## src/common/pmsc_pkg.sv

```systemverilog
// pmsc_pkg: register map, field positions and reset values for the
// power supervision status/control block.
// assumes a 32-bit AHB-Lite register bus, one register per aligned word.
package pmsc_pkg;

  // register byte offsets
  localparam logic [11:0] PMSC_SUPV_OFFS = 12'h000;
  localparam logic [11:0] PMSC_WARN_OFFS = 12'h004;
  localparam logic [11:0] PMSC_ISTA_OFFS = 12'h008;
  localparam logic [11:0] PMSC_IMSK_OFFS = 12'h00C;
  localparam int          PMSC_ADDR_W    = 12;

  // supervision register fields
  localparam int PMSC_UVF_BIT    = 7;
  localparam int PMSC_UVACK_BIT  = 6;
  localparam int PMSC_UVIE_BIT   = 5;
  localparam int PMSC_UVRE_BIT   = 4;
  localparam int PMSC_UVSE_BIT   = 3;
  localparam int PMSC_UVDE_BIT   = 2;
  localparam int PMSC_RSVD_BIT   = 1;
  localparam int PMSC_REFERENCE_BUFFER_ENABLE_BIT   = 0;

  // warning/stop register fields
  localparam int PMSC_SWF_BIT    = 7;
  localparam int PMSC_SWACK_BIT  = 6;
  localparam int PMSC_DTSEL_BIT  = 5;
  localparam int PMSC_WTSEL_BIT  = 4;
  localparam int PMSC_DSF_BIT    = 3;
  localparam int PMSC_DSACK_BIT  = 2;
  localparam int PMSC_DSSEL_BIT  = 0;

  // interrupt status/mask fields
  localparam int PMSC_EV_UV_BIT  = 0;
  localparam int PMSC_EV_SW_BIT  = 1;
  localparam int PMSC_EV_DS_BIT  = 2;
  localparam int PMSC_EV_W       = 3;

  // reset values
  localparam logic [7:0] PMSC_SUPV_RST = 8'h1C;
  localparam logic [7:0] PMSC_WARN_RST = 8'h00;
  localparam logic [PMSC_EV_W-1:0] PMSC_EV_RST = 3'h0;

  // ahb encodings
  localparam logic [1:0] PMSC_HTRANS_NONSEQ = 2'h2;
  localparam logic [1:0] PMSC_HTRANS_SEQ    = 2'h3;
  localparam logic [2:0] PMSC_HSIZE_WORD    = 3'h2;

  // bus transaction latched in the address phase
  typedef struct packed {
    logic                   write;
    logic [PMSC_ADDR_W-1:0] addr;
  } pmsc_req_t;

  // analog/system side inputs after synchronisation
  typedef struct packed {
    logic undervolt;
    logic warning;
    logic deep_exit;
    logic in_stop;
  } pmsc_ana_t;

endpackage

```

## src/rtl/pmsc_top.sv

```systemverilog
// pmsc_top: power supervision status and control registers.
// assumes comparator outputs and stop signals come from other domains;
// one bus clock, synchronous reset split into power-on and other causes.
//
// Operation
// - undervolt flag read-only, set when detector enabled
// - writing one to detect ack clears flag
// - interrupt requested while flag and enable set
// - reset forced when flag sets, enabled
// - stop enable keeps detection running in stop
// - detector enable gates all detect logic
// - reference buffer enable drives buffer output
// - warning flag sets below trip, stays set
// - warning ack clears only without warning present
// - detect threshold select driven to detector
// - warning threshold select driven to comparator
// - power-on clears all, others keep threshold selects
// - deep stop exit flag set on exit
// - writing one to exit ack clears flag
// - deep stop select write-once after reset
// - two supervision bits (reset enable, detector enable) write-once after reset
`timescale 1ns/1ps
`default_nettype none

module pmsc_top
  import pmsc_pkg::*;
(
  input  wire logic        clk_i,
  input  wire logic        reset_i,
  input  wire logic        por_i,
  input  wire logic [31:0] haddr_i,
  input  wire logic [1:0]  htrans_i,
  input  wire logic        hwrite_i,
  input  wire logic [2:0]  hsize_i,
  input  wire logic [31:0] hwdata_i,
  input  wire logic        hsel_i,
  input  wire logic        hready_i,
  output logic      [31:0] hrdata_o,
  output logic             hreadyout_o,
  output logic             hresp_o,
  input  wire logic        undervolt_cmp_i,
  input  wire logic        warning_cmp_i,
  input  wire logic        deep_exit_i,
  input  wire logic        in_stop_i,
  output logic             undervolt_irq_o,
  output logic             undervolt_reset_o,
  output logic             detector_on_o,
  output logic             detect_threshold_o,
  output logic             warning_threshold_o,
  output logic             reference_buffer_o,
  output logic             deep_stop_mode_o,
  output logic             irq_o
);

  // word-level view of the register map
  function automatic logic addr_is(input logic [PMSC_ADDR_W-1:0] a,
                                   input logic [PMSC_ADDR_W-1:0] offs);
    addr_is = (a[PMSC_ADDR_W-1:2] == offs[PMSC_ADDR_W-1:2]);
  endfunction

  function automatic logic in_change(input logic [2:0] s);
    in_change = (s[1] == s[2]);
  endfunction

  // three-stage synchronisers, change accepted when stages 2 and 3 agree
  pmsc_ana_t  ana_raw;
  logic [3:0] sync_s1_reg;
  logic [3:0] sync_s2_reg;
  logic [3:0] sync_s3_reg;
  logic [3:0] sync_q_reg;
  pmsc_ana_t  ana;

  assign ana_raw = '{undervolt: undervolt_cmp_i, warning: warning_cmp_i,
                     deep_exit: deep_exit_i, in_stop: in_stop_i};

  always_ff @(posedge clk_i) begin
    if (reset_i) begin
      sync_s1_reg <= 4'h0;
      sync_s2_reg <= 4'h0;
      sync_s3_reg <= 4'h0;
    end else begin
      sync_s1_reg <= ana_raw;
      sync_s2_reg <= sync_s1_reg;
      sync_s3_reg <= sync_s2_reg;
    end
  end

  genvar gi;
  generate
    for (gi = 0; gi < 4; gi = gi + 1) begin : g_sync
      always_ff @(posedge clk_i) begin
        if (reset_i) begin
          sync_q_reg[gi] <= 1'b0;
        end else if (in_change({sync_s3_reg[gi], sync_s2_reg[gi],
                                1'b0})) begin
          sync_q_reg[gi] <= sync_s2_reg[gi];
        end
      end
    end
  endgenerate

  assign ana = sync_q_reg;

  // ahb-lite slave: address phase latched, zero-wait data phase
  pmsc_req_t req_reg;
  logic      req_valid_reg;
  logic      addr_take;
  logic      wr_en;
  logic [7:0] wbyte;

  assign addr_take = hsel_i && hready_i &&
                     (htrans_i == PMSC_HTRANS_NONSEQ ||
                      htrans_i == PMSC_HTRANS_SEQ);

  always_ff @(posedge clk_i) begin
    if (reset_i) begin
      req_valid_reg <= 1'b0;
      req_reg       <= '0;
    end else if (hready_i) begin
      req_valid_reg <= addr_take;
      req_reg       <= '{write: hwrite_i, addr: haddr_i[PMSC_ADDR_W-1:0]};
    end
  end

  assign wr_en       = req_valid_reg && req_reg.write;
  assign wbyte       = hwdata_i[7:0];
  assign hreadyout_o = 1'b1;
  assign hresp_o     = 1'b0;

  logic wr_supv;
  logic wr_warn;
  logic wr_ista;
  logic wr_imsk;
  assign wr_supv = wr_en && addr_is(req_reg.addr, PMSC_SUPV_OFFS);
  assign wr_warn = wr_en && addr_is(req_reg.addr, PMSC_WARN_OFFS);
  assign wr_ista = wr_en && addr_is(req_reg.addr, PMSC_ISTA_OFFS);
  assign wr_imsk = wr_en && addr_is(req_reg.addr, PMSC_IMSK_OFFS);

  // supervision register storage
  logic uv_flag_reg;
  logic uv_ie_reg;
  logic uv_re_reg;
  logic uv_se_reg;
  logic uv_de_reg;
  logic reference_buffer_enable_reg;
  logic supv_written_reg;
  logic uv_active;
  logic uv_event;
  logic uv_prev_reg;

  // detection runs when enabled and, in stop, only with stop enable
  assign uv_active = uv_de_reg && (!ana.in_stop || uv_se_reg);
  assign uv_event  = uv_active && ana.undervolt && !uv_prev_reg;

  always_ff @(posedge clk_i) begin
    if (reset_i) begin
      uv_prev_reg <= 1'b0;
    end else begin
      uv_prev_reg <= uv_active && ana.undervolt;
    end
  end

  always_ff @(posedge clk_i) begin
    if (reset_i) begin
      uv_flag_reg <= 1'b0;
    end else if (uv_event) begin
      uv_flag_reg <= 1'b1;
    end else if (wr_supv && wbyte[PMSC_UVACK_BIT]) begin
      uv_flag_reg <= 1'b0;
    end
  end

  // reset enable and detector enable are the write-once fields; others stay writable
  always_ff @(posedge clk_i) begin
    if (reset_i) begin
      uv_ie_reg        <= PMSC_SUPV_RST[PMSC_UVIE_BIT];
      uv_re_reg        <= PMSC_SUPV_RST[PMSC_UVRE_BIT];
      uv_se_reg        <= PMSC_SUPV_RST[PMSC_UVSE_BIT];
      uv_de_reg        <= PMSC_SUPV_RST[PMSC_UVDE_BIT];
      reference_buffer_enable_reg         <= PMSC_SUPV_RST[PMSC_REFERENCE_BUFFER_ENABLE_BIT];
      supv_written_reg <= 1'b0;
    end else if (wr_supv) begin
      uv_ie_reg <= wbyte[PMSC_UVIE_BIT];
      uv_se_reg <= wbyte[PMSC_UVSE_BIT];
      reference_buffer_enable_reg  <= wbyte[PMSC_REFERENCE_BUFFER_ENABLE_BIT];
      supv_written_reg <= 1'b1;
      if (!supv_written_reg) begin
        uv_re_reg <= wbyte[PMSC_UVRE_BIT];
        uv_de_reg <= wbyte[PMSC_UVDE_BIT];
      end
    end
  end

  // warning/stop register storage
  logic sw_flag_reg;
  logic dtsel_reg;
  logic wtsel_reg;
  logic ds_flag_reg;
  logic dssel_reg;
  logic dssel_written_reg;

  always_ff @(posedge clk_i) begin
    if (reset_i) begin
      sw_flag_reg <= 1'b0;
    end else begin
      if (ana.warning) begin
        sw_flag_reg <= 1'b1;
      end else if (wr_warn && wbyte[PMSC_SWACK_BIT]) begin
        sw_flag_reg <= 1'b0;
      end
    end
  end

  always_ff @(posedge clk_i) begin
    if (reset_i && por_i) begin
      dtsel_reg <= PMSC_WARN_RST[PMSC_DTSEL_BIT];
      wtsel_reg <= PMSC_WARN_RST[PMSC_WTSEL_BIT];
    end else if (!reset_i && wr_warn) begin
      dtsel_reg <= wbyte[PMSC_DTSEL_BIT];
      wtsel_reg <= wbyte[PMSC_WTSEL_BIT];
    end
  end

  always_ff @(posedge clk_i) begin
    if (reset_i) begin
      ds_flag_reg <= 1'b0;
    end else if (ana.deep_exit) begin
      ds_flag_reg <= 1'b1;
    end else if (wr_warn && wbyte[PMSC_DSACK_BIT]) begin
      ds_flag_reg <= 1'b0;
    end
  end

  always_ff @(posedge clk_i) begin
    if (reset_i) begin
      dssel_reg         <= PMSC_WARN_RST[PMSC_DSSEL_BIT];
      dssel_written_reg <= 1'b0;
    end else if (wr_warn && !dssel_written_reg) begin
      dssel_reg         <= wbyte[PMSC_DSSEL_BIT];
      dssel_written_reg <= 1'b1;
    end
  end

  // sticky interrupt status, write-one-to-clear, set wins
  logic [PMSC_EV_W-1:0] ev_set;
  logic [PMSC_EV_W-1:0] ista_reg;
  logic [PMSC_EV_W-1:0] imsk_reg;
  logic                 sw_prev_reg;
  logic                 ds_prev_reg;

  always_ff @(posedge clk_i) begin
    if (reset_i) begin
      sw_prev_reg <= 1'b0;
      ds_prev_reg <= 1'b0;
    end else begin
      sw_prev_reg <= sw_flag_reg;
      ds_prev_reg <= ds_flag_reg;
    end
  end

  assign ev_set = {ds_flag_reg && !ds_prev_reg,
                   sw_flag_reg && !sw_prev_reg,
                   uv_event};

  always_ff @(posedge clk_i) begin
    if (reset_i) begin
      ista_reg <= PMSC_EV_RST;
    end else begin
      ista_reg <= ev_set |
                  (ista_reg & ~(wr_ista ? wbyte[PMSC_EV_W-1:0] : 3'h0));
    end
  end

  always_ff @(posedge clk_i) begin
    if (reset_i) begin
      imsk_reg <= PMSC_EV_RST;
    end else if (wr_imsk) begin
      imsk_reg <= wbyte[PMSC_EV_W-1:0];
    end
  end

  // read mux; ack bits and reserved bit read zero
  logic [7:0] supv_rd;
  logic [7:0] warn_rd;
  logic [31:0] rd_next;

  always_comb begin
    supv_rd = 8'h00;
    supv_rd[PMSC_UVF_BIT]  = uv_flag_reg;
    supv_rd[PMSC_UVIE_BIT] = uv_ie_reg;
    supv_rd[PMSC_UVRE_BIT] = uv_re_reg;
    supv_rd[PMSC_UVSE_BIT] = uv_se_reg;
    supv_rd[PMSC_UVDE_BIT] = uv_de_reg;
    supv_rd[PMSC_REFERENCE_BUFFER_ENABLE_BIT] = reference_buffer_enable_reg;
    warn_rd = 8'h00;
    warn_rd[PMSC_SWF_BIT]   = sw_flag_reg;
    warn_rd[PMSC_DTSEL_BIT] = dtsel_reg;
    warn_rd[PMSC_WTSEL_BIT] = wtsel_reg;
    warn_rd[PMSC_DSF_BIT]   = ds_flag_reg;
    warn_rd[PMSC_DSSEL_BIT] = dssel_reg;
  end

  always_comb begin
    rd_next = 32'h0000_0000;
    if (addr_is(haddr_i[PMSC_ADDR_W-1:0], PMSC_SUPV_OFFS)) begin
      rd_next = {24'h00_0000, supv_rd};
    end else if (addr_is(haddr_i[PMSC_ADDR_W-1:0], PMSC_WARN_OFFS)) begin
      rd_next = {24'h00_0000, warn_rd};
    end else if (addr_is(haddr_i[PMSC_ADDR_W-1:0], PMSC_ISTA_OFFS)) begin
      rd_next = {29'h0000_0000, ista_reg};
    end else if (addr_is(haddr_i[PMSC_ADDR_W-1:0], PMSC_IMSK_OFFS)) begin
      rd_next = {29'h0000_0000, imsk_reg};
    end
  end

  always_ff @(posedge clk_i) begin
    if (reset_i) begin
      hrdata_o <= 32'h0000_0000;
    end else if (addr_take && !hwrite_i) begin
      hrdata_o <= rd_next;
    end
  end

  // outputs to analog and system logic
  logic uv_reset_reg;
  always_ff @(posedge clk_i) begin
    if (reset_i) begin
      uv_reset_reg <= 1'b0;
    end else begin
      uv_reset_reg <= uv_event && uv_re_reg && uv_de_reg;
    end
  end

  assign undervolt_reset_o   = uv_reset_reg;
  assign undervolt_irq_o     = uv_flag_reg && uv_ie_reg;
  assign detector_on_o       = uv_active;
  assign detect_threshold_o  = dtsel_reg;
  assign warning_threshold_o = wtsel_reg;
  assign reference_buffer_o  = reference_buffer_enable_reg;
  assign deep_stop_mode_o    = dssel_reg;
  assign irq_o               = |(ista_reg & imsk_reg);

endmodule

`default_nettype wire

```

## config.mk

```make
export PLATFORM = sky130hd
export DESIGN_NAME = pmsc_top
export DESIGN_NICKNAME = d
export VERILOG_FILES = /design/src/common/pmsc_pkg.sv /design/src/rtl/pmsc_top.sv
export SDC_FILE = /design/constraint.sdc
export NUM_CORES = 1
export LEC_CHECK = 0
export ABC_AREA = 1
export BUFFER_PORTS_ARGS = -buffer_cell sky130_fd_sc_hd__buf_2
export CORE_ASPECT_RATIO = 0.5
export CORE_MARGIN = 4
export CORE_UTILIZATION = 45
export CTS_BUF_LIST = sky130_fd_sc_hd__clkbuf_4 sky130_fd_sc_hd__clkbuf_8
export DETAILED_ROUTE_END_ITERATION = 12
export HOLD_SLACK_MARGIN = 0.15
export PLACE_DENSITY = 0.78
export SETUP_SLACK_MARGIN = 0.1
export SLEW_MARGIN = 20
export SYNTH_ARGS = -nofsm -noshare
export SYNTH_HDL_FRONTEND = slang
export SYNTH_SLANG_ARGS = --single-unit
```

## constraint.sdc

```tcl
create_clock -name clk_i -period 2.9 [get_ports clk_i]
set_input_delay 0.58 -clock clk_i [delete_from_list [all_inputs] [get_ports clk_i]]
set_output_delay 0.58 -clock clk_i [all_outputs]
set_load 0.01 [all_outputs]
```

Word-level counts from Yosys, hierarchy flattened
Cells that the tools add are included.
{ "totals": {"register_bits": 85, "in_bits": 79, "out_inout_bits": 42} }
{ "classes": {"eq_ne": 12, "mux": 11, "n_bitwise": 5, "n_reduce_logical": 38} }
{ "ops": {"columns": ["cell", "n"], "rows": [
  ["== test 10 x 2 -> 1 bit, second input constant", 4],
  ["logical AND 1 bit", 22],
  ["== test 10 x 1 -> 1 bit, second input constant", 2],
  ["zero test 10 bit", 2],
  ["two-way mux 8 bit", 2],
  ["two-way mux 3 bit", 3],
  ["zero test 1 bit", 7],
  ["AND 3 bit", 2],
  ["two-way mux 1 bit", 6],
  ["nonzero test 2 bit", 3],
  ["== test 1 bit", 4],
  ["== test 2 bit, second input constant", 2],
  ["NOT 3 bit", 1],
  ["bitwise OR 3 bit", 1],
  ["OR reduction 3 bit", 1],
  ["logical OR 1 bit", 2],
  ["AND reduction 2 bit", 1],
  ["NOT 1 bit", 1]
]} }

Logic depth before layout (Yosys ltp)
{ "logic_depth": {"depth_word": 7, "ltp_mapped": 8, "mapped_depth_nobuf": 8} }

Worst setup path before layout
Ideal clock, no wire load.
{ "synth_timing": {"path_type": "input to register", "startpoint": "in reset_i", "endpoint": "reg dtsel_reg (netlist: detect_threshold_o)", "setup_time_ns": 0.116, "arrival_time_ns": 1.234, "required_time_ns": 2.784, "setup_slack_ns": 1.550, "stages": 5, "cell_sequence": "clkbuf_1 clkbuf_1 nand2_1 o21ai_0 nor2_1"} }
{ "synth_between": {"elab_chain_len": 2} }
{ "synth_lines": {"columns": ["element", "line_no", "text"], "rows": [
  ["from (decl)", "pmsc_top.sv:29", "input wire logic reset_i,"],
  ["zero test 1 bit", "pmsc_top.sv:218", "end else if (!reset_i && wr_warn) begin"],
  ["logical AND 1 bit", "pmsc_top.sv:218", null],
  ["to (signal assigned)", "pmsc_top.sv:216", "dtsel_reg <= PMSC_WARN_RST[PMSC_DTSEL_BIT];"],
  ["to (signal assigned)", "pmsc_top.sv:219", "dtsel_reg <= wbyte[PMSC_DTSEL_BIT];"],
  ["to (decl)", "pmsc_top.sv:196", "logic dtsel_reg;"]
]} }
Several ways; a longest one is shown, not always the timed one.
A chain may end at the register's enable or synchronous reset.

Final worst setup path
{ "layout_timing": {"startpoint": "reg uv_se_reg", "endpoint": "out detector_on_o"} }
{ "layout_between": {"elab_chain_len": 2} }
{ "layout_lines": {"columns": ["element", "line_no", "text"], "rows": [
  ["from (decl)", "pmsc_top.sv:143", "logic uv_se_reg;"],
  ["from (signal assigned)", "pmsc_top.sv:178", "uv_se_reg <= PMSC_SUPV_RST[PMSC_UVSE_BIT];"],
  ["from (signal assigned)", "pmsc_top.sv:184", "uv_se_reg <= wbyte[PMSC_UVSE_BIT];"],
  ["logical OR 1 bit", "pmsc_top.sv:152", "assign uv_active = uv_de_reg && (!ana.in_stop || uv_se_reg);"],
  ["logical AND 1 bit", "pmsc_top.sv:152", null],
  ["to (decl)", "pmsc_top.sv:47", "output logic detector_on_o,"]
]} }
Every way passes these cells.

==> impl_metrics.csv <==
group,metric,value,unit
min_path,hold_path.class,"flop to flop",
final_layout,largest_register_ff_count,11,
power_and_ir_drop,pwr_density_cell,605,mW/mm²
power_and_ir_drop,cellInternalPower,0.00137,W
final_layout,antenna_cells_inserted,0,
final_layout,synthesis_to_layout_area_growth,14.8,%
global_routing,global_route.overflow_total,0,
power_and_ir_drop,worst_ir_drop_vdd,0.000385,V
placement,gp_routability_congestion,0.847,
route,number_of_vias_per_cell,4.58,
critical_path,critical_path.startpoint_type,"flop",
critical_path,cp.arrival,1.09,ns
final_layout,non_filler_instances,464,
final_layout,ff_latch_area,0.00116,mm²
timing,fin_crit_sh,0.577,
floorplan,placeableCoreArea,0.00549,mm²
critical_path,worst_setup_path_end_kind,"output port",
timing,fmax,597,MHz
global_routing,global_route_wire_length_before_repair,8.17,mm
floorplan,top_level_ports,121,
floorplan,floorplan.rows,19,
cts,clock_path_buffers,2,
cts,clock_tree.htree_level_count,3,
synth,synthDistinctLibCells,22,
synth,ys_warn_count,0,
synth,synthesis.instances,343,
floorplan,die_height,61.3,µm
power_and_ir_drop,leakage,1.34,nW
critical_path,path_delay_family,"flip-flops",
cts,cts_resized,0,
final_layout,drive_above_1_share,0.207,
timing,setup_viol_count_final,0,
floorplan,dieWidth,115,µm
cts,insertion_delay_to_the_later_sink_of_the_worst_skew_pair,0.33,ns
final_layout,mostFrequentLayoutCells,"58 x sky130_fd_sc_hd__dfxtp_1, 55 x sky130_fd_sc_hd__nor2_1, 44 x sky130_fd_sc_hd__inv_1, 42 x sky130_fd_sc_hd__buf_2, 39 x sky130_fd_sc_hd__nand3_1",
power_and_ir_drop,sw_frac_of_total,0.227,
floorplan,die-area,0.00702,mm²
route,initialDrtViolationCount,99,
route,route.final.wire_length,5.13,mm
timing,fin_setup_tns,0,ns
route,route.vias.total,2124,
critical_path,combined_buffer_and_inverter_count_along_the_critical_path,2,
timing,slew-limit-headroom,0.583,
power_and_ir_drop,combPwrFrac,0.071,
global_routing,initial_antenna_violation_count,0,
final_layout,multiInputGateArea,0.00106,mm²
route,dr.pass1.iters,4,
critical_path,setup.worst_path.class,"flop to output port",
cts,clockRootBuffer,"sky130_fd_sc_hd__clkbuf_8",
final_layout,layout.core_utilization,0.534,
cts,clkTransAtPathRegs,0.06,ns
placement,io_buf_count,42,
final_layout,commonest_non_fill_non_tap_cell_in_the_layout,"sky130_fd_sc_hd__dfxtp_1",
power_and_ir_drop,clock_power_share,0.462,
critical_path,worst_ep_required_time,2.32,ns
cts,clkSinkCount,58,
timing,timing_worst_slew_pin_value,0.624,ns
power_and_ir_drop,power,0.00177,W
cts,cts.repair_timing.setup_buffer_count,0,
synth,synth.cell_area,0.00255,mm²
critical_path,critPathMaxFanout,3,
placement,placed_cells_incl_taps,448,
job,timing.max_cap.violations,0,
final_layout,fillcell_total,528,
power_and_ir_drop,total_switching_power,0.000403,W
timing,timing_max_transition_violations_final,0,
timing,hold_slack,0.400,ns
timing,rsz_0062_raised_after_global_routing,"false",
global_routing,grt_start_max_net_pins,33,
cts,total_clock_buffers_created_by_cts,9,
global_routing,grt_use_total,0.153,
cts,tritoncts,"yes",
global_routing,via_count_of_the_first_global_routing_pass,1807,
outcome,outcome,"completed",
critical_path,crit_path_cell_trace,"inv_1, a21oi_1, buf_2",
synth,syn-mean-instance-area,7.45,µm²
synth,synth.ff_latch_count,58,
timing,hold_violations,0,
timing,period_minus_slack,1.67,ns
power_and_ir_drop,seqPwrFrac,0.468,
cts,postCtsHoldBufs,0,
critical_path,cpPeakStageDelay,0.39,ns
timing,fin_skew,0.00656,ns
placement,place_hpwl,3.73,mm
critical_path,crit_slowest_cell,"sky130_fd_sc_hd__dfxtp_1",
final_layout,final_net_count,465,
route,wl_per_cell,11.0,µm
route,drt.antenna.violating_nets,0,
synth,yosysSeqAreaShare,0.454,
route,drc_viols,0,
floorplan,start_util,0.465,
==> power groups by stage <==
stage          clock, W  combinational, W  sequential, W
6_report       0.000819          0.000126       0.000830
5_1_grt        0.000867          0.000142       0.000832
4_1_cts        0.000834          0.000125       0.000830
3_5_place_dp          0          0.000125       0.000847
3_3_place_gp          0          0.000122       0.000846
2_1_floorplan         0          0.000110       0.000847
==> metal layers <==
layer | share of wire | vias to the layer above | routed length, µm | GRT usage
met1 | 0.48 | 941 | 2490 | 0.194
met5 | 0 | - | 0 | 0
li1 | - | 1108 | - | -
met4 | 0.017 | 0 | 85 | 0.0609
met2 | 0.43 | 67 | 2190 | 0.237
met3 | 0.071 | 8 | 365 | 0.0618
==> Yosys cell counts, drive strengths merged <==
master   n  share of area
and2     1         0.0025
a21oi   24          0.048
clkbuf   6         0.0088
conb     2         0.0029
buf     31          0.091
inv     45          0.066
nor3b    1         0.0029
o21ai   26          0.051
nor2    66           0.11
nor3     1         0.0064
nand3   43          0.092
dfxtp   58           0.45
nand2   39          0.060
==> area by class of cell <==
cell class | instances | share of cell area
inverters | 45 | 0.0576
clock inverters | 5 | 0.0264
clock buffers | 11 | 0.0495
flip-flops and latches | 58 | 0.396
well taps | 73 | 0.0311
repair buffers | 44 | 0.0768
multi-input cells | 228 | 0.363
==> tightest hold or removal path: cells and delay by family, from the launching register on <==
| family | cells | cell delay, ns |
|---|---|---|
| buffers and inverters | 1 | 0.04 |
| AND/OR/NAND/NOR | 1 | 0.03 |
| flip-flops | 1 | 0.29 |
==> cells by family (layout without fill, tap and decap cells) <==
family	count (synthesis)	in the layout	share of synthesized area
AOI/OAI and AO/OA	50	50	0.0994
buffers and inverters	82	105	0.166
DFF	58	58	0.454
other	2	27	0.00294
and+or+nand+nor	151	151	0.278
==> final timing paths <==
| check | start | cells past startpoint | slack (ns) | end |
|---|---|---|---|---|
| setup / recovery | uv_se_reg | 3 | 1.23 | detector_on_o |
| hold / removal | sync_s1_reg[1] | 2 | 0.40 | sync_s2_reg[1] |
| setup reg to reg | req_reg[11] | 6 | 1.34 | uv_de_reg |
| hold reg to reg | sync_s1_reg[1] | 2 | 0.40 | sync_s2_reg[1] |
==> through the flow <==
stage / setup slack, ns / instance area [µm²]
after floorplan: 1.55 / 2650
after global placement: 1.09 / 2710
after detailed placement: 1.06 / 2710
after CTS: 1.23 / 2930
after global routing: 1.10 / 2930
final: 1.23 / 2930
Note: power is estimated with default switching activity, not from simulation.
